## config.mk

```make
export PLATFORM = sky130hd
export DESIGN_NAME = three_phase_gate_protect_logic
export DESIGN_NICKNAME = d
export VERILOG_FILES = /design/src/hdl/three_phase_gate_protect_logic.v
export VERILOG_INCLUDE_DIRS = /design/src /design/src/common
export SDC_FILE = /design/constraint.sdc
export NUM_CORES = 1
export LEC_CHECK = 0
export BUFFER_PORTS_ARGS = -buffer_cell sky130_fd_sc_hd__buf_2
export CAP_MARGIN = 30
export CELL_PAD_IN_SITES_DETAIL_PLACEMENT = 0
export CELL_PAD_IN_SITES_GLOBAL_PLACEMENT = 1
export CORE_MARGIN = 2
export CORE_UTILIZATION = 40
export CTS_BUF_LIST = sky130_fd_sc_hd__clkbuf_2 sky130_fd_sc_hd__clkbuf_4 sky130_fd_sc_hd__clkbuf_8
export DETAILED_ROUTE_END_ITERATION = 12
export PLACE_DENSITY = 0.82
export SLEW_MARGIN = 20
export SYNTH_ARGS = -nofsm -noshare
export SYNTH_HDL_FRONTEND = slang
export SYNTH_SLANG_ARGS = --single-unit
```

## constraint.sdc

```tcl
create_clock -name aclk -period 7.4 [get_ports aclk]
set_input_delay 0.74 -clock aclk [delete_from_list [all_inputs] [get_ports aclk]]
set_output_delay 0.74 -clock aclk [all_outputs]
set_load 0.005 [all_outputs]
```

## src/common/gate_protect_defines.vh

```
// Purpose: constants of the three-phase gate protection block
// Assumes: 100 MHz design clock, AXI4-Lite register access
// Notes:   times are in microseconds, counts derived in the module
`ifndef GATE_PROTECT_DEFINES_VH
`define GATE_PROTECT_DEFINES_VH

// register byte addresses
`define REG_CTRL_ADDR   4'h0
`define REG_STAT_ADDR   4'h4
// control fields
`define CTRL_EN_BIT     0
`define CTRL_RESET      1'h1
// axi responses
`define RESP_OKAY       2'h0
`define RESP_SLVERR     2'h2
// timing, microseconds
`define TRIP_HOLD_US    2000
`define FLT_CLR_US      1900
`define CLK_MHZ         100

`endif

```

## src/hdl/three_phase_gate_protect_logic.v

```verilog
// Purpose: gate command decode and protection for a three-phase bridge
// Assumes: inputs synchronous to aclk except commands and trip (resynced)
// Notes:   enable/fault pin is open drain, driven low only
//
// Operation
// RULE_01: pin high, no trip: 1,0 upper on; 0,1 lower on; else both off.
// RULE_02: trip input asserted turns off all six switches regardless of commands.
// RULE_03: after trip clears, keep all off for 2 ms, then decode again.
// RULE_04: fault pin reports faults; external low holds every output off.
// RULE_05: upper supply undervoltage latches upper gate off until its command low.
// RULE_06: lower supply undervoltage turns lower gates off, auto release on recovery.
// RULE_07: main supply undervoltage turns all outputs off, resumes at once; code also pulls the fault pin low, so outputs stay off until the pin releases.
// RULE_08: one upper supply drop affects only that phase's upper output.
// RULE_09: controller inserts its own dead time between opposite switches.
// RULE_10: pull fault pin low during fault, release 1.9 ms after it clears.
// RULE_11: controller drives all gate commands low on seeing a fault.
// RULE_12: resync commands and trip; delays counted from clock frequency parameter.
`include "gate_protect_defines.vh"

module three_phase_gate_protect_logic #(
    parameter CLK_MHZ       = `CLK_MHZ,
    parameter TRIP_HOLD_CYC = `TRIP_HOLD_US * CLK_MHZ,
    parameter FLT_CLR_CYC   = `FLT_CLR_US * CLK_MHZ,
    parameter CNT_W         = 24
) (
    // clock and reset
    input  wire        aclk,
    input  wire        aresetn,
    // axi4-lite write address
    input  wire [3:0]  s_axi_awaddr,
    input  wire        s_axi_awvalid,
    output wire        s_axi_awready,
    // axi4-lite write data
    input  wire [31:0] s_axi_wdata,
    input  wire [3:0]  s_axi_wstrb,
    input  wire        s_axi_wvalid,
    output wire        s_axi_wready,
    // axi4-lite write response
    output wire [1:0]  s_axi_bresp,
    output wire        s_axi_bvalid,
    input  wire        s_axi_bready,
    // axi4-lite read address
    input  wire [3:0]  s_axi_araddr,
    input  wire        s_axi_arvalid,
    output wire        s_axi_arready,
    // axi4-lite read data
    output wire [31:0] s_axi_rdata,
    output wire [1:0]  s_axi_rresp,
    output wire        s_axi_rvalid,
    input  wire        s_axi_rready,
    // gate commands
    input  wire        upper_gate_cmd_u,
    input  wire        upper_gate_cmd_v,
    input  wire        upper_gate_cmd_w,
    input  wire        lower_gate_cmd_u,
    input  wire        lower_gate_cmd_v,
    input  wire        lower_gate_cmd_w,
    // protection inputs
    input  wire        trip_sense_level,
    input  wire        main_supply_ok,
    input  wire        lower_supply_ok,
    input  wire        upper_float_supply_u_ok,
    input  wire        upper_float_supply_v_ok,
    input  wire        upper_float_supply_w_ok,
    // enable/fault pin, open drain
    input  wire        enable_fault_pin_i,
    output wire        enable_fault_pin_o,
    output wire        enable_fault_pin_oe_n,
    // switch drives
    output wire        upper_sw_u,
    output wire        upper_sw_v,
    output wire        upper_sw_w,
    output wire        lower_sw_u,
    output wire        lower_sw_v,
    output wire        lower_sw_w
);

    ////////////////////////////////////////////////////////////////////
    // address decode
    function [1:0] reg_sel;
        input [3:0] addr;
        begin
            if (addr == `REG_CTRL_ADDR) begin
                reg_sel = 2'h1;
            end else if (addr == `REG_STAT_ADDR) begin
                reg_sel = 2'h2;
            end else begin
                reg_sel = 2'h0;
            end
        end
    endfunction

    reg              awready_r;
    reg              wready_r;
    reg              bvalid_r;
    reg  [1:0]       bresp_r;
    reg              arready_r;
    reg              rvalid_r;
    reg  [31:0]      rdata_r;
    reg  [1:0]       rresp_r;
    reg              aw_got_r;
    reg              w_got_r;
    reg  [3:0]       awaddr_r;
    reg  [31:0]      wdata_r;
    reg              wstrb0_r;
    reg              soft_en_r;
    reg  [5:0]       cmd_s1_r;
    reg  [5:0]       cmd_s2_r;
    reg              trip_s1_r;
    reg              trip_s2_r;
    reg  [CNT_W-1:0] trip_cnt_r;
    reg  [CNT_W-1:0] flt_cnt_r;
    reg  [2:0]       uv_latch_r;
    reg  [2:0]       upper_r;
    reg  [2:0]       lower_r;
    reg              pin_oe_n_r;
    reg              pin_o_r;
    reg  [31:0]      stat_w;

    wire [2:0] up_cmd    = cmd_s2_r[2:0];
    wire [2:0] lo_cmd    = cmd_s2_r[5:3];
    wire [2:0] float_ok  = {upper_float_supply_w_ok,
                            upper_float_supply_v_ok,
                            upper_float_supply_u_ok};
    wire       trip_blk  = trip_s2_r | (trip_cnt_r != {CNT_W{1'b0}});
    wire       fault_now = trip_s2_r | ~main_supply_ok;
    wire       pin_drv   = fault_now | (flt_cnt_r != {CNT_W{1'b0}});
    wire       run       = main_supply_ok & enable_fault_pin_i &
                           ~trip_blk & soft_en_r;

    ////////////////////////////////////////////////////////////////////
    // axi4-lite slave
    always @(posedge aclk) begin
        if (!aresetn) begin
            awready_r <= 1'b1;
            wready_r  <= 1'b1;
            bvalid_r  <= 1'b0;
            bresp_r   <= `RESP_OKAY;
            aw_got_r  <= 1'b0;
            w_got_r   <= 1'b0;
            awaddr_r  <= 4'h0;
            wdata_r   <= 32'h0;
            wstrb0_r  <= 1'b0;
            soft_en_r <= `CTRL_RESET;
        end else begin
            if (s_axi_awvalid && awready_r) begin
                awaddr_r  <= s_axi_awaddr;
                aw_got_r  <= 1'b1;
                awready_r <= 1'b0;
            end
            if (s_axi_wvalid && wready_r) begin
                wdata_r  <= s_axi_wdata;
                wstrb0_r <= s_axi_wstrb[0];
                w_got_r  <= 1'b1;
                wready_r <= 1'b0;
            end
            if (aw_got_r && w_got_r && !bvalid_r) begin
                bvalid_r <= 1'b1;
                if (reg_sel(awaddr_r) == 2'h1) begin
                    bresp_r <= `RESP_OKAY;
                    if (wstrb0_r) begin
                        soft_en_r <= wdata_r[`CTRL_EN_BIT];
                    end
                end else if (reg_sel(awaddr_r) == 2'h2) begin
                    bresp_r <= `RESP_OKAY;
                end else begin
                    bresp_r <= `RESP_SLVERR;
                end
            end
            if (bvalid_r && s_axi_bready) begin
                bvalid_r  <= 1'b0;
                aw_got_r  <= 1'b0;
                w_got_r   <= 1'b0;
                awready_r <= 1'b1;
                wready_r  <= 1'b1;
            end
        end
    end

    always @* begin
        stat_w     = 32'h0;
        stat_w[0]  = soft_en_r;
        stat_w[1]  = trip_s2_r;
        stat_w[2]  = trip_blk;
        stat_w[3]  = ~pin_oe_n_r;
        stat_w[4]  = enable_fault_pin_i;
        stat_w[5]  = ~main_supply_ok;
        stat_w[6]  = ~lower_supply_ok;
        stat_w[9:7] = uv_latch_r;
        stat_w[12:10] = upper_r;
        stat_w[15:13] = lower_r;
    end

    always @(posedge aclk) begin
        if (!aresetn) begin
            arready_r <= 1'b1;
            rvalid_r  <= 1'b0;
            rdata_r   <= 32'h0;
            rresp_r   <= `RESP_OKAY;
        end else begin
            if (s_axi_arvalid && arready_r) begin
                arready_r <= 1'b0;
                rvalid_r  <= 1'b1;
                if (reg_sel(s_axi_araddr) == 2'h1) begin
                    rdata_r <= {31'h0, soft_en_r};
                    rresp_r <= `RESP_OKAY;
                end else if (reg_sel(s_axi_araddr) == 2'h2) begin
                    rdata_r <= stat_w;
                    rresp_r <= `RESP_OKAY;
                end else begin
                    rdata_r <= 32'h0;
                    rresp_r <= `RESP_SLVERR;
                end
            end else if (rvalid_r && s_axi_rready) begin
                rvalid_r  <= 1'b0;
                arready_r <= 1'b1;
            end
        end
    end

    ////////////////////////////////////////////////////////////////////
    // input resync and fault timers
    always @(posedge aclk) begin
        if (!aresetn) begin
            cmd_s1_r   <= 6'h0;
            cmd_s2_r   <= 6'h0;
            trip_s1_r  <= 1'b0;
            trip_s2_r  <= 1'b0;
            trip_cnt_r <= {CNT_W{1'b0}};
            flt_cnt_r  <= {CNT_W{1'b0}};
        end else begin
            cmd_s1_r  <= {lower_gate_cmd_w, lower_gate_cmd_v,
                          lower_gate_cmd_u, upper_gate_cmd_w,
                          upper_gate_cmd_v, upper_gate_cmd_u};  // [RULE_12]
            cmd_s2_r  <= cmd_s1_r;
            trip_s1_r <= trip_sense_level;                      // [RULE_12]
            trip_s2_r <= trip_s1_r;
            if (trip_s2_r) begin
                trip_cnt_r <= TRIP_HOLD_CYC[CNT_W-1:0];         // [RULE_03]
            end else if (trip_cnt_r != {CNT_W{1'b0}}) begin
                trip_cnt_r <= trip_cnt_r - 1'b1;
            end
            if (fault_now) begin
                flt_cnt_r <= FLT_CLR_CYC[CNT_W-1:0];            // [RULE_10]
            end else if (flt_cnt_r != {CNT_W{1'b0}}) begin
                flt_cnt_r <= flt_cnt_r - 1'b1;
            end
        end
    end

    ////////////////////////////////////////////////////////////////////
    // per-phase decode and undervoltage latches
    integer i;
    always @(posedge aclk) begin
        if (!aresetn) begin
            uv_latch_r <= 3'h0;
            upper_r    <= 3'h0;
            lower_r    <= 3'h0;
            pin_oe_n_r <= 1'b1;
            pin_o_r    <= 1'b0;
        end else begin
            pin_o_r    <= 1'b0;
            pin_oe_n_r <= ~pin_drv;                             // [RULE_04]
            for (i = 0; i < 3; i = i + 1) begin
                if (!float_ok[i]) begin
                    uv_latch_r[i] <= 1'b1;                      // [RULE_05]
                end else if (!up_cmd[i]) begin
                    uv_latch_r[i] <= 1'b0;                      // [RULE_05]
                end
                // run covers trip, hold, pin and main supply
                upper_r[i] <= run & up_cmd[i] & ~lo_cmd[i] &
                              float_ok[i] & ~uv_latch_r[i];     // [RULE_01] [RULE_02] [RULE_07] [RULE_08]
                lower_r[i] <= run & lo_cmd[i] & ~up_cmd[i] &
                              lower_supply_ok;                  // [RULE_01] [RULE_06] [RULE_04]
            end
        end
    end

    assign s_axi_awready         = awready_r;
    assign s_axi_wready          = wready_r;
    assign s_axi_bvalid          = bvalid_r;
    assign s_axi_bresp           = bresp_r;
    assign s_axi_arready         = arready_r;
    assign s_axi_rvalid          = rvalid_r;
    assign s_axi_rdata           = rdata_r;
    assign s_axi_rresp           = rresp_r;
    assign enable_fault_pin_o    = pin_o_r;
    assign enable_fault_pin_oe_n = pin_oe_n_r;
    assign upper_sw_u            = upper_r[0];
    assign upper_sw_v            = upper_r[1];
    assign upper_sw_w            = upper_r[2];
    assign lower_sw_u            = lower_r[0];
    assign lower_sw_v            = lower_r[1];
    assign lower_sw_w            = lower_r[2];

endmodule // three_phase_gate_protect_logic
```

==> flow_metrics.env <==
export IMPL_max_vdd_ir_drop_mv=0.1498
export IMPL_grt_pass1_wl_um=15330
export IMPL_ys_ff_latch=104
export IMPL_synth_cell_area_um2=4299
export IMPL_synth_xor_area_share_pct=3.667
export IMPL_drive_above_1_share_pct=15.61
export IMPL_fin_crit_sh_pct=35.62
export IMPL_drt_iter0_drc=184
export IMPL_whs_path_depth=1
export IMPL_routed_wirelength_um=9301
export IMPL_synth_edff_count=0
export IMPL_cts_tree="done"
export IMPL_die_h_um=107.7
export IMPL_row_count=37
export IMPL_grt_max_degree=34
export IMPL_min_from="cmd_s2_r[3]"
export IMPL_worst_slew_pin_slew_ps=829.3
export IMPL_r2r_end="trip_cnt_r[8]"
export IMPL_drt_pass1_iterations=4
export IMPL_dpl_instance_area_um2=4634
export IMPL_fin_nets=601
export IMPL_cts_sinks=104
export IMPL_max_stage_delay_ps=680
export IMPL_finalSetupTns_ps=0
export IMPL_drc=0
export IMPL_hold_class="flip-flop to flip-flop"
export IMPL_num_vias=3553
export IMPL_power_density_nw_per_um2=311.9
export IMPL_worstRegToRegCells=5
export IMPL_drv_slew=0
export IMPL_start_util_pct=41.46
export IMPL_final_cell_area_um2=4822
export IMPL_synth_top_family_by_area="simple AND/OR/NAND/NOR gates"
export IMPL_dieWidth_um=107.7
export IMPL_synth_compound_area_share_pct=15.51
export IMPL_ctsResizeCount=0
export IMPL_cts_max_level=3
export IMPL_ant_nets=0
export IMPL_critical_path_class="flip-flop to flip-flop"
export IMPL_dieArea_um2=11590
export IMPL_numCtsBuffers=9
export IMPL_multiInputGateArea_um2=2038
export IMPL_num_fill_cells=1035
export IMPL_gp_congestion=0.7700
export IMPL_wl_per_cell_um=13.80
export IMPL_syn2layout_area_growth_pct=12.17
export IMPL_cp_top_family="simple AND/OR/NAND/NOR gates"
export IMPL_hold_buffers=0
export IMPL_crit_path_top_delay_cell="or4_1"
export IMPL_drv_cap=0
export IMPL_fmax_mhz=379.3
export IMPL_clk_pin_slew_ps=100
export IMPL_yosys_warnings=0
export IMPL_io_buffers=59
export IMPL_grt_ovfl_total=0
export IMPL_finalSetupViolCount=0
export IMPL_cts_buffer_depth=2
export IMPL_path_buf_inv=0
export IMPL_crit_path_max_fanout=10
export IMPL_async_reset_ff_share_pct=0
export IMPL_hpwlAfterDp_um=6564
export IMPL_end_kind="flip-flop"
export IMPL_yosysMostFrequentCell="dfxtp_1"
export IMPL_yosys_top_cells_count="dfxtp_1 (104), nor2_1 (46), a21oi_1 (36)"
export IMPL_grt_antenna_before_repair=0
export IMPL_yosys_mux_area_fraction_pct=0.4657
export IMPL_maxSlewHeadroom_pct=44.20
export IMPL_status="finished clean"
export IMPL_holdPathEnd="upper_r[0]"
export IMPL_seq_area_frac_synth_pct=48.43
export IMPL_synth_top_area_cell="dfxtp_1"
export IMPL_diodes=0
export IMPL_clk_latency_ps=380
export IMPL_rsz0062_at_grt="false"
export IMPL_vias_per_cell=5.272
export IMPL_r2r_start="trip_cnt_r[7]"
export IMPL_synth_distinct_cells=52
export IMPL_yosys_area_share_simple_pct=24.94
export IMPL_seqCellArea_um2=2082
export IMPL_arrival_ps=2910
export IMPL_synth_avg_cell_area_um2=8.975
export IMPL_pin_count=113
export IMPL_synth_top_area_share_pct=48.43
export IMPL_syn_inst=479
export IMPL_fin_skew_ps=8.604
export IMPL_synthFlopType="dfxtp_1"
export IMPL_rrSetupSlack_ps=4760
export IMPL_finalCriticalPeriod_ps=2636
export IMPL_yosys_top_cells_area="dfxtp_1 (48%), a21oi_1 (4.2%), nor2_1 (4.0%)"
export IMPL_first_global_vias=3378
export IMPL_grt_util_all_layers_pct=16.52
export IMPL_cts_setup_buffers=0
export IMPL_root_buffer="clkbuf_8"
export IMPL_yosys_area_share_adder_pct=1.164
export IMPL_cp_required_ps=7670
export IMPL_fp_coreArea_um2=10370
export IMPL_start_kind="flip-flop"
export IMPL_hold_viol_final=0
export IMPL_crit_path_cell_trace="or4_1, or3_1, o21ai_1, nor3_1, o31a_1"
export IMPL_p_leak_uw=0.001936
-- how the worst max path moves through the flow --
stage	to	depth (start not counted)	slack (ps)	from
2_1_floorplan	trip_cnt_r[21]	6	5050	trip_cnt_r[7]
3_3_place_gp	trip_cnt_r[19]	5	4670	trip_cnt_r[7]
3_5_place_dp	trip_cnt_r[11]	5	4570	trip_cnt_r[7]
4_1_cts	trip_cnt_r[19]	5	4530	trip_cnt_r[7]
5_1_grt	trip_cnt_r[8]	5	4610	trip_cnt_r[7]
6_report	trip_cnt_r[8]	5	4760	trip_cnt_r[7]
-- worst reg2reg max path, stage by stage, from the launching register on --
cell     delay [ps]
dfxtp_1         380
or4_1           680
or3_1           550
o21ai_1         550
nor3_1           90
o31a_1          290
-- cells by family after synthesis --
kind of cell,after synthesis
XOR/XNOR,18
AO/OA/AOI/OAI,108
multiplexers,2
AND/OR/NAND/NOR,196
buffers and inverters,46
adder cells (fa/ha/maj),4
flip-flops,104
other,1
-- metrics by stage --
step / setup WS, ps / total power, uW / util [%] / hold WS [ps] / std cells
after CTS: 4526 / 1512 / 46.43 / 423.0 / 673
after global routing: 4609 / 1617 / 46.50 / 434.1 / 674
after global placement: 4665 / 1161 / 44.69 / 414.5 / 657
after detailed placement: 4572 / 1181 / 44.69 / 411.7 / 657
after floorplan: 5050 / 1088 / - / 389.1 / 497
final: 4764 / 1504 / 46.50 / 421.3 / 674
-- sequential cells by signal, summed over array words and instances (netlist names), 3 cells and up --
register / cells
s_axi_rdata: 16
upper_r: 3
uv_latch_r: 3
cmd_s2_r: 6
flt_cnt_r: 24
awaddr_r: 4
lower_r: 3
cmd_s1_r: 6
trip_cnt_r: 24
-- power breakdown --
part / switching [uW] / internal [uW] / total (uW)
Clock: 200 / 125 / 325
Sequential: 66.1 / 633 / 699
Combinational: 278 / 202 / 480
Total: 544 / 960 / 1500
-- layer usage --
| layer | GRT usage (%) | share of wire, % | vias to the layer above |
|---|---|---|---|
| met5 | 0 | 0 | - |
| li1 | - | - | 1793 |
| met3 | 5.085 | 5.2 | 10 |
| met1 | 20.94 | 46 | 1673 |
| met2 | 26.59 | 48 | 77 |
| met4 | 5.769 | 1.2 | 0 |
-- cell usage in the layout, fill, tap and decap left out, types with 14 or more instances in the layout --
| master | synthesis | layout |
|---|---|---|
| a21oi_1 | 36 | 36 |
| and2_1 | 15 | 15 |
| buf_2 | 2 | 59 |
| conb_1 | 1 | 19 |
| dfxtp_1 | 104 | 104 |
| nand2_1 | 30 | 30 |
| nor2_1 | 46 | 46 |
| o21ai_0 | 20 | 20 |
| or3_1 | 17 | 17 |
| or4_1 | 14 | 14 |
-- area by class of cell --
class	count	area share [%]
clock buffers	9	2.569
clock inverters	7	1.168
inverters	9	0.7006
multi-input cells	347	42.27
flip-flops and latches	104	43.18
well taps	136	3.529
repair buffers	62	6.591
Note: power is estimated with default switching activity, not from simulation.
